$ cat src/design/rpd_pkg.sv
// package: constants and types of the radio packet data path
package rpd_pkg;
  localparam int          PRE_LEN     = 4;          // preamble bytes
  localparam logic [7:0]  PRE_BYTE    = 8'h00;
  localparam logic [7:0]  SFD_BYTE    = 8'ha7;
  localparam logic [6:0]  MAX_PAY     = 7'h7d;      // 125 payload bytes
  localparam logic [6:0]  FCS_LEN     = 7'h02;
  localparam logic [6:0]  PAY_LAST    = 7'h03;      // length minus this is the last payload index
  localparam int          AW          = 7;
  localparam int          RAM_DEP     = 128;
  localparam logic [6:0]  LQI_IDX     = 7'h7f;      // ram slot holding link quality
  localparam logic [15:0] CRC_POLY    = 16'h8408;   // reflected ccitt polynomial
  localparam logic [15:0] CRC_INIT    = 16'h0000;
  localparam logic [15:0] CRC_GOOD    = 16'h0000;   // residue over data plus fcs
  localparam int          CNT_W       = 24;
  localparam int          CLK_MHZ     = 250;
  localparam int          LQI_US      = 64;
  localparam int          CCA_US      = 128;
  localparam int          LQI_CYC_DEF = LQI_US * CLK_MHZ;
  localparam int          CCA_CYC_DEF = CCA_US * CLK_MHZ;
  localparam logic [2:0]  FCS_HI      = 3'h1;
  localparam logic [2:0]  FCS_END     = 3'h2;

  typedef enum logic [1:0] {R_HUNT, R_LEN, R_PAY} rpd_rx_st_t;
  typedef enum logic [2:0] {T_IDLE, T_PRE, T_SFD, T_LEN, T_PAY, T_FCS} rpd_tx_st_t;
endpackage : rpd_pkg

$ cat src/design/rpd_crc_if.sv
// interface: byte stream into a check sequence engine and its result
`timescale 1ns/1ps
`default_nettype none
interface rpd_crc_if;
  logic        clr;
  logic        en;
  logic [7:0]  data;
  logic [15:0] crc;
  modport eng  (input clr, input en, input data, output crc);
  modport user (output clr, output en, output data, input crc);
endinterface : rpd_crc_if
`default_nettype wire

$ cat src/design/rpd_crc.sv
// module: two-byte frame check sequence engine, one byte per enable
`timescale 1ns/1ps
`default_nettype none
module rpd_crc
  import rpd_pkg::*;
(
  input  wire logic i_clk,
  input  wire logic i_rst_b,
  rpd_crc_if.eng    bus
);
  logic [15:0] crc_q;
  logic [15:0] crc_d;

  // **************************************************
  // byte update, lsb first
  // **************************************************
  function automatic logic [15:0] crc_byte(input logic [15:0] c, input logic [7:0] d);
    logic [15:0] r;
    r = c;
    for (int i = 0; i < 8; i++) begin
      if (r[0] ^ d[i]) begin
        r = (r >> 1) ^ CRC_POLY;
      end else begin
        r = r >> 1;
      end
    end
    return r;
  endfunction : crc_byte

  // next value: clear wins over a byte
  always_comb begin
    crc_d = crc_q;
    if (bus.clr) begin
      crc_d = CRC_INIT;
    end else if (bus.en) begin
      crc_d = crc_byte(crc_q, bus.data);
    end
  end

  // register
  always_ff @(posedge i_clk) begin
    if (!i_rst_b) begin
      crc_q <= CRC_INIT;
    end else begin
      crc_q <= crc_d;
    end
  end

  assign bus.crc = crc_q;
endmodule : rpd_crc
`default_nettype wire

$ cat src/design/rpd_top.sv
// module: packet data path between modem byte link and host
`timescale 1ns/1ps
`default_nettype none
// Contract
// - energy integrated over interval gives channel assessment
// - parse preamble, sfd, length; store payload, fcs
// - check received fcs, give pass or fail
// - link quality over 64 us, stored in ram
// - packet mode: one interrupt per received packet
// - streaming mode: interrupt per received word
// - transmit from ram or host words, framed
// - packet mode: interrupt when frame fully sent
// - streaming transmit: interrupt whenever next word wanted
// - preamble, sfd and length precede payload
// - payload at most 125 bytes
// - append two-byte check sequence for transmit
module rpd_top
  import rpd_pkg::*;
#(
  parameter int LQI_CYC = LQI_CYC_DEF,
  parameter int CCA_CYC = CCA_CYC_DEF
) (
  input  wire logic        i_clk,
  input  wire logic        i_rst_b,
  input  wire logic        i_lnk_clk,
  input  wire logic        i_lnk_valid,
  input  wire logic [7:0]  i_lnk_byte,
  input  wire logic [7:0]  i_energy,
  input  wire logic        i_stream_mode,
  input  wire logic        i_cca_req,
  input  wire logic [7:0]  i_cca_thresh,
  input  wire logic        i_tx_wr,
  input  wire logic [6:0]  i_tx_addr,
  input  wire logic [7:0]  i_tx_data,
  input  wire logic        i_tx_start,
  input  wire logic [6:0]  i_tx_len,
  input  wire logic        i_host_wr,
  input  wire logic [15:0] i_host_word,
  input  wire logic [6:0]  i_ram_addr,
  input  wire logic        i_irq_ack,
  output logic             o_tx_valid,
  output logic [7:0]       o_tx_byte,
  output logic             o_irq,
  output logic [15:0]      o_rx_word,
  output logic [6:0]       o_rx_len,
  output logic             o_crc_ok,
  output logic [7:0]       o_lqi,
  output logic [7:0]       o_ram_data,
  output logic             o_cca_done,
  output logic             o_cca_busy
);

  rpd_crc_if rcrc ();
  rpd_crc_if tcrc ();
  rpd_crc u_rcrc (.i_clk(i_clk), .i_rst_b(i_rst_b), .bus(rcrc));
  rpd_crc u_tcrc (.i_clk(i_clk), .i_rst_b(i_rst_b), .bus(tcrc));

  logic [7:0]  rx_ram [RAM_DEP];
  logic [7:0]  tx_ram [RAM_DEP];
  logic [9:0]  s1_q, s2_q;
  logic        prev_q, lnk_rise, rx_stb;
  logic [7:0]  lnk_byte;
  rpd_rx_st_t  rx_q, rx_d;
  logic [2:0]  pre_q, pre_d;
  logic [6:0]  len_q, len_d, ridx_q, ridx_d, rlen_q, rlen_d;
  logic        fin_q, fin_d, wev_q, wev_d, ok_q, ok_d, ram_we, sfd_hit;
  logic [15:0] word_q, word_d, rxw_q, rxw_d;
  logic        lrun_q, lrun_d, crun_q, crun_d, cdone_q, cdone_d, cbusy_q, cbusy_d;
  logic [CNT_W-1:0] lcnt_q, lcnt_d, ccnt_q, ccnt_d;
  logic [31:0] lsum_q, lsum_d, csum_q, csum_d;
  logic [7:0]  lqi_q, lqi_d;
  logic        lqi_we;
  rpd_tx_st_t  tx_q, tx_d;
  logic [2:0]  tcnt_q, tcnt_d;
  logic [6:0]  tidx_q, tidx_d, tlen_q, tlen_d;
  logic        tstr_q, tstr_d, whi_q, whi_d, wfull_q, wfull_d, tv_q, tv_d;
  logic        need_q, need_d, tdone_q, tdone_d, irq_q;
  logic [7:0]  tb_q, tb_d, pay_b, rd_q;
  logic [15:0] wbuf_q, wbuf_d;

  // **************************************************
  // link inputs: two flops, then edge find
  // **************************************************
  always_ff @(posedge i_clk) begin
    if (!i_rst_b) begin
      s1_q   <= '0;
      s2_q   <= '0;
      prev_q <= 1'b0;
    end else begin
      s1_q   <= {i_lnk_clk, i_lnk_valid, i_lnk_byte};
      s2_q   <= s1_q;
      prev_q <= s2_q[9];
    end
  end
  assign lnk_rise = s2_q[9] & ~prev_q;
  assign rx_stb   = lnk_rise & s2_q[8];
  assign lnk_byte = s2_q[7:0];

  // **************************************************
  // receive framing
  // **************************************************
  always_comb begin
    rx_d      = rx_q;
    pre_d     = pre_q;
    len_d     = len_q;
    ridx_d    = ridx_q;
    word_d    = word_q;
    rxw_d     = rxw_q;
    rlen_d    = rlen_q;
    ok_d      = ok_q;
    fin_d     = 1'b0;
    wev_d     = 1'b0;
    ram_we    = 1'b0;
    sfd_hit   = 1'b0;
    rcrc.clr  = 1'b0;
    rcrc.en   = 1'b0;
    rcrc.data = lnk_byte;
    if (fin_q) begin
      ok_d   = (rcrc.crc == CRC_GOOD);
      rlen_d = len_q;
    end
    if (rx_stb) begin
      case (rx_q)
        R_HUNT: begin
          if (lnk_byte == PRE_BYTE) begin
            pre_d = (pre_q == 3'(PRE_LEN)) ? pre_q : pre_q + 3'h1;
          end else if (lnk_byte == SFD_BYTE && pre_q == 3'(PRE_LEN)) begin
            rx_d    = R_LEN;
            sfd_hit = 1'b1;
          end else begin
            pre_d = '0;
          end
        end
        R_LEN: begin
          pre_d    = '0;
          len_d    = lnk_byte[6:0];
          ridx_d   = '0;
          rcrc.clr = 1'b1;
          if (lnk_byte[7] || lnk_byte[6:0] > MAX_PAY + FCS_LEN || lnk_byte[6:0] < FCS_LEN) begin
            rx_d = R_HUNT;
          end else begin
            rx_d = R_PAY;
          end
        end
        R_PAY: begin
          ram_we  = 1'b1;
          rcrc.en = 1'b1;
          ridx_d  = ridx_q + 7'h01;
          word_d  = ridx_q[0] ? {lnk_byte, word_q[7:0]} : {8'h00, lnk_byte};
          wev_d   = i_stream_mode & (ridx_q[0] | (ridx_q == len_q - 7'h01));
          if (ridx_q == len_q - 7'h01) begin
            rx_d  = R_HUNT;
            fin_d = 1'b1;
          end
        end
        default: rx_d = R_HUNT;
      endcase
    end
    if (wev_d) begin
      rxw_d = word_d;
    end
  end

  // **************************************************
  // energy integration: link quality and channel check
  // **************************************************
  always_comb begin
    lrun_d  = lrun_q;
    lcnt_d  = lcnt_q;
    lsum_d  = lsum_q;
    lqi_d   = lqi_q;
    lqi_we  = 1'b0;
    crun_d  = crun_q;
    ccnt_d  = ccnt_q;
    csum_d  = csum_q;
    cdone_d = cdone_q;
    cbusy_d = cbusy_q;
    if (sfd_hit) begin
      lrun_d = 1'b1;
      lcnt_d = '0;
      lsum_d = '0;
    end else if (lrun_q) begin
      lsum_d = lsum_q + 32'(i_energy);
      lcnt_d = lcnt_q + 1'b1;
      if (lcnt_q == CNT_W'(LQI_CYC - 1)) begin
        lrun_d = 1'b0;
        lqi_d  = 8'(lsum_d / 32'(LQI_CYC));
        lqi_we = 1'b1;
      end
    end
    if (i_cca_req && !crun_q) begin
      crun_d  = 1'b1;
      ccnt_d  = '0;
      csum_d  = '0;
      cdone_d = 1'b0;
    end else if (crun_q) begin
      csum_d = csum_q + 32'(i_energy);
      ccnt_d = ccnt_q + 1'b1;
      if (ccnt_q == CNT_W'(CCA_CYC - 1)) begin
        crun_d  = 1'b0;
        cdone_d = 1'b1;
        cbusy_d = csum_d > 32'(i_cca_thresh) * 32'(CCA_CYC);
      end
    end
  end

  // **************************************************
  // transmit framing
  // **************************************************
  assign pay_b = tstr_q ? (whi_q ? wbuf_q[15:8] : wbuf_q[7:0]) : tx_ram[tidx_q];
  always_comb begin
    tx_d      = tx_q;
    tcnt_d    = tcnt_q;
    tidx_d    = tidx_q;
    tlen_d    = tlen_q;
    tstr_d    = tstr_q;
    whi_d     = whi_q;
    wfull_d   = wfull_q;
    wbuf_d    = wbuf_q;
    tv_d      = tv_q;
    tb_d      = tb_q;
    need_d    = 1'b0;
    tdone_d   = 1'b0;
    tcrc.clr  = 1'b0;
    tcrc.en   = 1'b0;
    tcrc.data = pay_b;
    if (tx_q != T_IDLE && tstr_q && i_host_wr && !wfull_q) begin
      wbuf_d  = i_host_word;
      wfull_d = 1'b1;
    end
    if (tx_q == T_IDLE && i_tx_start) begin
      tx_d     = T_PRE;
      tcnt_d   = '0;
      tidx_d   = '0;
      whi_d    = 1'b0;
      wfull_d  = 1'b0;
      tlen_d   = i_tx_len;
      tstr_d   = i_stream_mode;
      need_d   = i_stream_mode;
      tcrc.clr = 1'b1;
    end else if (lnk_rise) begin
      case (tx_q)
        T_PRE: begin
          tv_d   = 1'b1;
          tb_d   = PRE_BYTE;
          tcnt_d = tcnt_q + 3'h1;
          if (tcnt_q == 3'(PRE_LEN - 1)) begin
            tx_d = T_SFD;
          end
        end
        T_SFD: begin
          tb_d = SFD_BYTE;
          tx_d = T_LEN;
        end
        T_LEN: begin
          tb_d   = {1'b0, tlen_q};
          tcnt_d = '0;
          tx_d   = (tlen_q <= FCS_LEN) ? T_FCS : T_PAY;
        end
        T_PAY: begin
          tv_d = !tstr_q || wfull_q;
          if (!tstr_q || wfull_q) begin
            tb_d    = pay_b;
            tcrc.en = 1'b1;
            tidx_d  = tidx_q + 7'h01;
            whi_d   = ~whi_q;
            if (tidx_q == tlen_q - PAY_LAST) begin
              tx_d    = T_FCS;
              wfull_d = 1'b0;
            end else if (tstr_q && whi_q) begin
              wfull_d = 1'b0;
              need_d  = 1'b1;
            end
          end
        end
        T_FCS: begin
          tv_d   = tcnt_q != FCS_END;
          tb_d   = (tcnt_q == FCS_HI) ? tcrc.crc[15:8] : tcrc.crc[7:0];
          tcnt_d = tcnt_q + 3'h1;
          if (tcnt_q == FCS_END) begin
            tx_d    = T_IDLE;
            tdone_d = 1'b1;
          end
        end
        default: tv_d = 1'b0;
      endcase
    end
  end

  // **************************************************
  // registers, memories and interrupt flag
  // **************************************************
  always_ff @(posedge i_clk) begin
    if (ram_we) begin
      rx_ram[ridx_q] <= lnk_byte;
    end
    if (lqi_we) begin
      rx_ram[LQI_IDX] <= lqi_d;
    end
    if (i_tx_wr) begin
      tx_ram[i_tx_addr] <= i_tx_data;
    end
  end

  // interrupt: an event in the ack cycle still sets the flag
  always_ff @(posedge i_clk) begin
    if (!i_rst_b) begin
      rx_q <= R_HUNT;
      tx_q <= T_IDLE;
      {pre_q, len_q, ridx_q, rlen_q, fin_q, wev_q, ok_q, word_q, rxw_q} <= '0;
      {lrun_q, lcnt_q, lsum_q, lqi_q, crun_q, ccnt_q, csum_q, cdone_q, cbusy_q} <= '0;
      {tcnt_q, tidx_q, tlen_q, tstr_q, whi_q, wfull_q, wbuf_q, tv_q, tb_q} <= '0;
      {need_q, tdone_q, irq_q, rd_q} <= '0;
    end else begin
      rx_q <= rx_d;
      tx_q <= tx_d;
      {pre_q, len_q, ridx_q, rlen_q, fin_q, wev_q, ok_q, word_q, rxw_q} <=
        {pre_d, len_d, ridx_d, rlen_d, fin_d, wev_d, ok_d, word_d, rxw_d};
      {lrun_q, lcnt_q, lsum_q, lqi_q, crun_q, ccnt_q, csum_q, cdone_q, cbusy_q} <=
        {lrun_d, lcnt_d, lsum_d, lqi_d, crun_d, ccnt_d, csum_d, cdone_d, cbusy_d};
      {tcnt_q, tidx_q, tlen_q, tstr_q, whi_q, wfull_q, wbuf_q, tv_q, tb_q} <=
        {tcnt_d, tidx_d, tlen_d, tstr_d, whi_d, wfull_d, wbuf_d, tv_d, tb_d};
      {need_q, tdone_q} <= {need_d, tdone_d};
      irq_q <= (irq_q & ~i_irq_ack) | (fin_q & ~i_stream_mode) | wev_q | need_q | tdone_q;
      rd_q  <= rx_ram[i_ram_addr];
    end
  end

  assign {o_tx_valid, o_tx_byte, o_irq, o_rx_word, o_rx_len} = {tv_q, tb_q, irq_q, rxw_q, rlen_q};
  assign {o_crc_ok, o_lqi, o_ram_data, o_cca_done, o_cca_busy} = {ok_q, lqi_q, rd_q, cdone_q, cbusy_q};
endmodule : rpd_top
`default_nettype wire

$ cat config.mk
export PLATFORM = sky130hd
export DESIGN_NAME = rpd_top
export DESIGN_NICKNAME = d
export VERILOG_FILES = /design/src/design/rpd_pkg.sv /design/src/design/rpd_crc_if.sv /design/src/design/rpd_crc.sv /design/src/design/rpd_top.sv
export SDC_FILE = /design/constraint.sdc
export NUM_CORES = 2
export LEC_CHECK = 0
export BUFFER_PORTS_ARGS = -buffer_cell sky130_fd_sc_hd__buf_2
export CORE_MARGIN = 4
export CORE_UTILIZATION = 40
export CTS_CLUSTER_SIZE = 8
export DETAILED_ROUTE_END_ITERATION = 10
export PLACE_DENSITY = 0.65
export SYNTH_ARGS = -nofsm -noshare
export SYNTH_HDL_FRONTEND = slang
export SYNTH_SLANG_ARGS = --single-unit
$ cat constraint.sdc
create_clock -name i_clk -period 16.7 [get_ports i_clk]
set_clock_uncertainty 0.1 [all_clocks]
set_input_delay 1.67 -clock i_clk [delete_from_list [all_inputs] [get_ports i_clk]]
set_output_delay 1.67 -clock i_clk [all_outputs]
set_load 0.01 [all_outputs]
==> results.sh <==
export IMPL_synth_area_um2=99300
export IMPL_core_area_um2=246000
export IMPL_synth_compound_area_share_pct=4.13
export IMPL_drv_slew=0
export IMPL_grt_usage_pct=18.5
export IMPL_vias=53900
export IMPL_critPathMaxFanout=12
export IMPL_cts_inserted_buffers=346
export IMPL_synth_xor_xnor_area_share_pct=2.49
export IMPL_postLayoutCellArea_um2=113000
export IMPL_fillCellCount=20900
export IMPL_period_share_pct=95.0
export IMPL_areaGrowthSynthToFinish_pct=14.0
export IMPL_synth_distinct_cells=117
export IMPL_ctsHoldBuffers=0
export IMPL_power_frac_clock_pct=47.0
export IMPL_grt_first_pass_wirelength_mm=360
export IMPL_path_delay_family="compound AO/OA/AOI/OAI gates"
export IMPL_cts_root_buf="clkbuf_16"
export IMPL_yosys_mux_area_fraction_pct=16.1
export IMPL_io_pins=131
export IMPL_syn_nets=5976
export IMPL_start_util_pct=40.3
export IMPL_final_antenna_net_count=0
export IMPL_initialDrtViolationCount=5070
export IMPL_setup_violations=0
export IMPL_cts_path_max_buffers=4
export IMPL_power_switching_mw=2.67
export IMPL_syn_avg_cell_area_um2=17.2
export IMPL_path_class="primary input to register"
export IMPL_placed_cells=9008
export IMPL_peakVddDrop_uv=104
export IMPL_power_density_nw_per_um2=115
export IMPL_cp_slowest_stage_delay_ns=0.58
export IMPL_die_h_um=506
export IMPL_cp_common_cell="and2_1"
export IMPL_fin_nets=6236
export IMPL_arrival_ns=16.48
export IMPL_slew_headroom_pct=11.3
export IMPL_cts_tree="yes"
export IMPL_grt_ovfl_total=0
export IMPL_seq_area_frac_synth_pct=67.9
export IMPL_hold_class="register to register"
export IMPL_crit_path_top_delay_cell="or4_1"
export IMPL_drc=0
export IMPL_final_cells=9487
export IMPL_ys_seq_elements=2344
export IMPL_synthCells=5788
export IMPL_place_gp_congestion=0.855
export IMPL_wl_per_cell_um=25.2
export IMPL_clkLatencyLatePin_ns=0.97
export IMPL_grt_max_degree=112
export IMPL_totalWireLength_mm=239
export IMPL_htreeDepth=5
export IMPL_place_area_um2=104000
export IMPL_antenna_found_initial=7
export IMPL_maxCapViolCount=0
export IMPL_viasPerCell=5.68
export IMPL_die_w_um=506
export IMPL_fmax_mhz=63.0
export IMPL_synth_top_family_by_area="multiplexers"
export IMPL_critPathLaunchType="primary input"
export IMPL_synthFlopType="edfxtp_1"
export IMPL_status="complete, no violations"
export IMPL_async_reset_ff_share_pct=0
export IMPL_setup_worst_path_end_class="register"
export IMPL_intPower_mw=10.3
export IMPL_regArea_um2=67500
export IMPL_ys_warn_count=0
export IMPL_finalHoldViolCount=0
export IMPL_numPortBuffers=130
export IMPL_setup_ws_ns=0.832
export IMPL_drive_gt1_share_pct=22.4
export IMPL_p_sw_share_pct=20.5
export IMPL_power_frac_seq_pct=49.2
export IMPL_critPathBufInv=3
export IMPL_dp_hpwl_mm=150
export IMPL_std_cell_rows=182
export IMPL_dr_pass1_iters=5
export IMPL_combPwrFrac_pct=3.8
export IMPL_pre_cts_ws_ns=-0.263
export IMPL_synth_adder_area_share_pct=1.61
export IMPL_cts_sinks=2344
export IMPL_clk_pin_slew_ns=0.05
export IMPL_worst_pin_slew_ns=1.32
export IMPL_synth_edf_count=2048
export IMPL_multi_input_area_um2=30500
export IMPL_required_ns=17.31
export IMPL_grt_pass1_vias=54200
export IMPL_p_leak_nw=37.5
export IMPL_min_period_ns=15.87
export IMPL_dieArea_um2=256000
export IMPL_synth_simple_area_share_pct=6.34
## Yosys cell counts (16+ instances only)
cell type,instances,area (um^2)
nor3_1,62,310
xnor2_1,139,1220
fa_1,24,480
nor4_1,24,150
dfxtp_1,296,5930
a211oi_1,50,375
o21ai_1,18,90.1
edfxtp_1,2048,61500
nor2b_1,31,194
ha_1,85,1060
a21oi_1,194,971
nand3_1,87,435
nand2_1,297,1110
nor2_1,554,2080
a21o_1,27,203
clkbuf_1,211,792
and3_1,54,338
or3_1,23,144
nand4_1,51,319
and2_1,48,300
buf_1,71,267
mux2i_1,69,691
o21ai_0,76,380
xor2_1,138,1210
inv_1,70,263
a22oi_1,16,120
mux4_2,672,15100
buf_2,16,80.1
nand2b_1,22,138
o211ai_1,26,195
## power groups by stage
stage	logic (mW)	registers (mW)	clock network, mW
2_1_floorplan	0.310	6.51	0
3_3_place_gp	0.495	6.51	0
3_5_place_dp	0.501	6.51	0
4_1_cts	0.505	6.40	6.22
5_1_grt	0.555	6.39	6.51
6_report	0.495	6.40	6.12
## final cells by class
cell class              count  share of cell area [%]
flip-flops and latches   2344                    59.6
clock inverters            14                   0.140
inverters                  71                   0.238
multi-input cells        3071                    27.0
diodes                      2                 0.00442
repair buffers            214                    1.20
clock buffers             459                    8.15
well taps                3312                    3.66
## metrics by stage
step / TNS, ns / hold WS [ns] / util, % / power (mW)
2_1_floorplan: 0 / 0.312 / - / 6.82
3_3_place_gp: 0 / 0.325 / 42.1 / 7.00
3_5_place_dp: -0.432 / 0.318 / 42.1 / 7.01
4_1_cts: 0 / 0.325 / 45.9 / 13.1
5_1_grt: -0.00968 / 0.342 / 45.9 / 13.5
6_report: 0 / 0.317 / 45.9 / 13.0
## per-layer routing
layer | up-vias | track usage [%] | part of all wire [%]
met5 | - | 0 | 0.0054
met4 | 2 | 6.68 | 3.7
met3 | 419 | 2.90 | 6.2
met2 | 1966 | 30.6 | 50
met1 | 28000 | 24.8 | 40
li1 | 23500 | - | -
## kinds of logic after synthesis
group | Yosys count
fa+ha+maj | 114
flops | 2344
compound gates | 594
simple gates | 1332
xor+xnor | 280
buf+inv | 373
mux | 751
## path summary, 6_finish.rpt
kind         slack (ns)             end         from  cells past startpoint
min                0.32         s2_q[0]      s1_q[0]                      1
max reg2reg        1.42  rx_ram[127][0]    lsum_q[0]                     52
min reg2reg        0.32         s2_q[0]      s1_q[0]                      1
max                0.83  rx_ram[127][0]  i_energy[0]                     53
## worst reg2reg max path: cells and delay by family (launching register included)
kind,cells,cell delay [ns]
and+or+nand+nor,15,4.69
xor gates and xnor gates,2,0.77
AOI/OAI and AO/OA,26,6.70
buffers and inverters,2,0.38
muxes,4,1.14
DFF,1,0.31
adders and majority gates,3,1.02
## flip-flops by register name, indices dropped and copies added (netlist names), 8 cells and up, named ones only
name	flops
rx_ram	1024
tx_ram	1024
csum_q	32
lsum_q	32
ccnt_q	24
lcnt_q	24
o_rx_word	16
u_rcrc.bus.crc	16
u_tcrc.bus.crc	16
wbuf_q	16
s1_q	10
s2_q	10
o_lqi	8
o_ram_data	8
o_tx_byte	8
word_q	8
## what timing repair did
item / in CTS / in global routing
endpoints found under the setup margin: 0 / 4
gates resized for setup: 0 / 17
buffers inserted: 0 / 4
## placed cells by master, fill, tap and decap left out, types with 87 or more instances in the layout
cell / n
nand2_1: 295
clkbuf_16: 350
xor2_1: 138
clkbuf_1: 104
mux4_2: 672
buf_4: 90
xnor2_1: 138
buf_2: 119
nor2_1: 552
dfxtp_1: 283
a21oi_1: 194
nand3_1: 87
edfxtp_1: 2048
No activity file was read; power rests on OpenSTA's default activity.
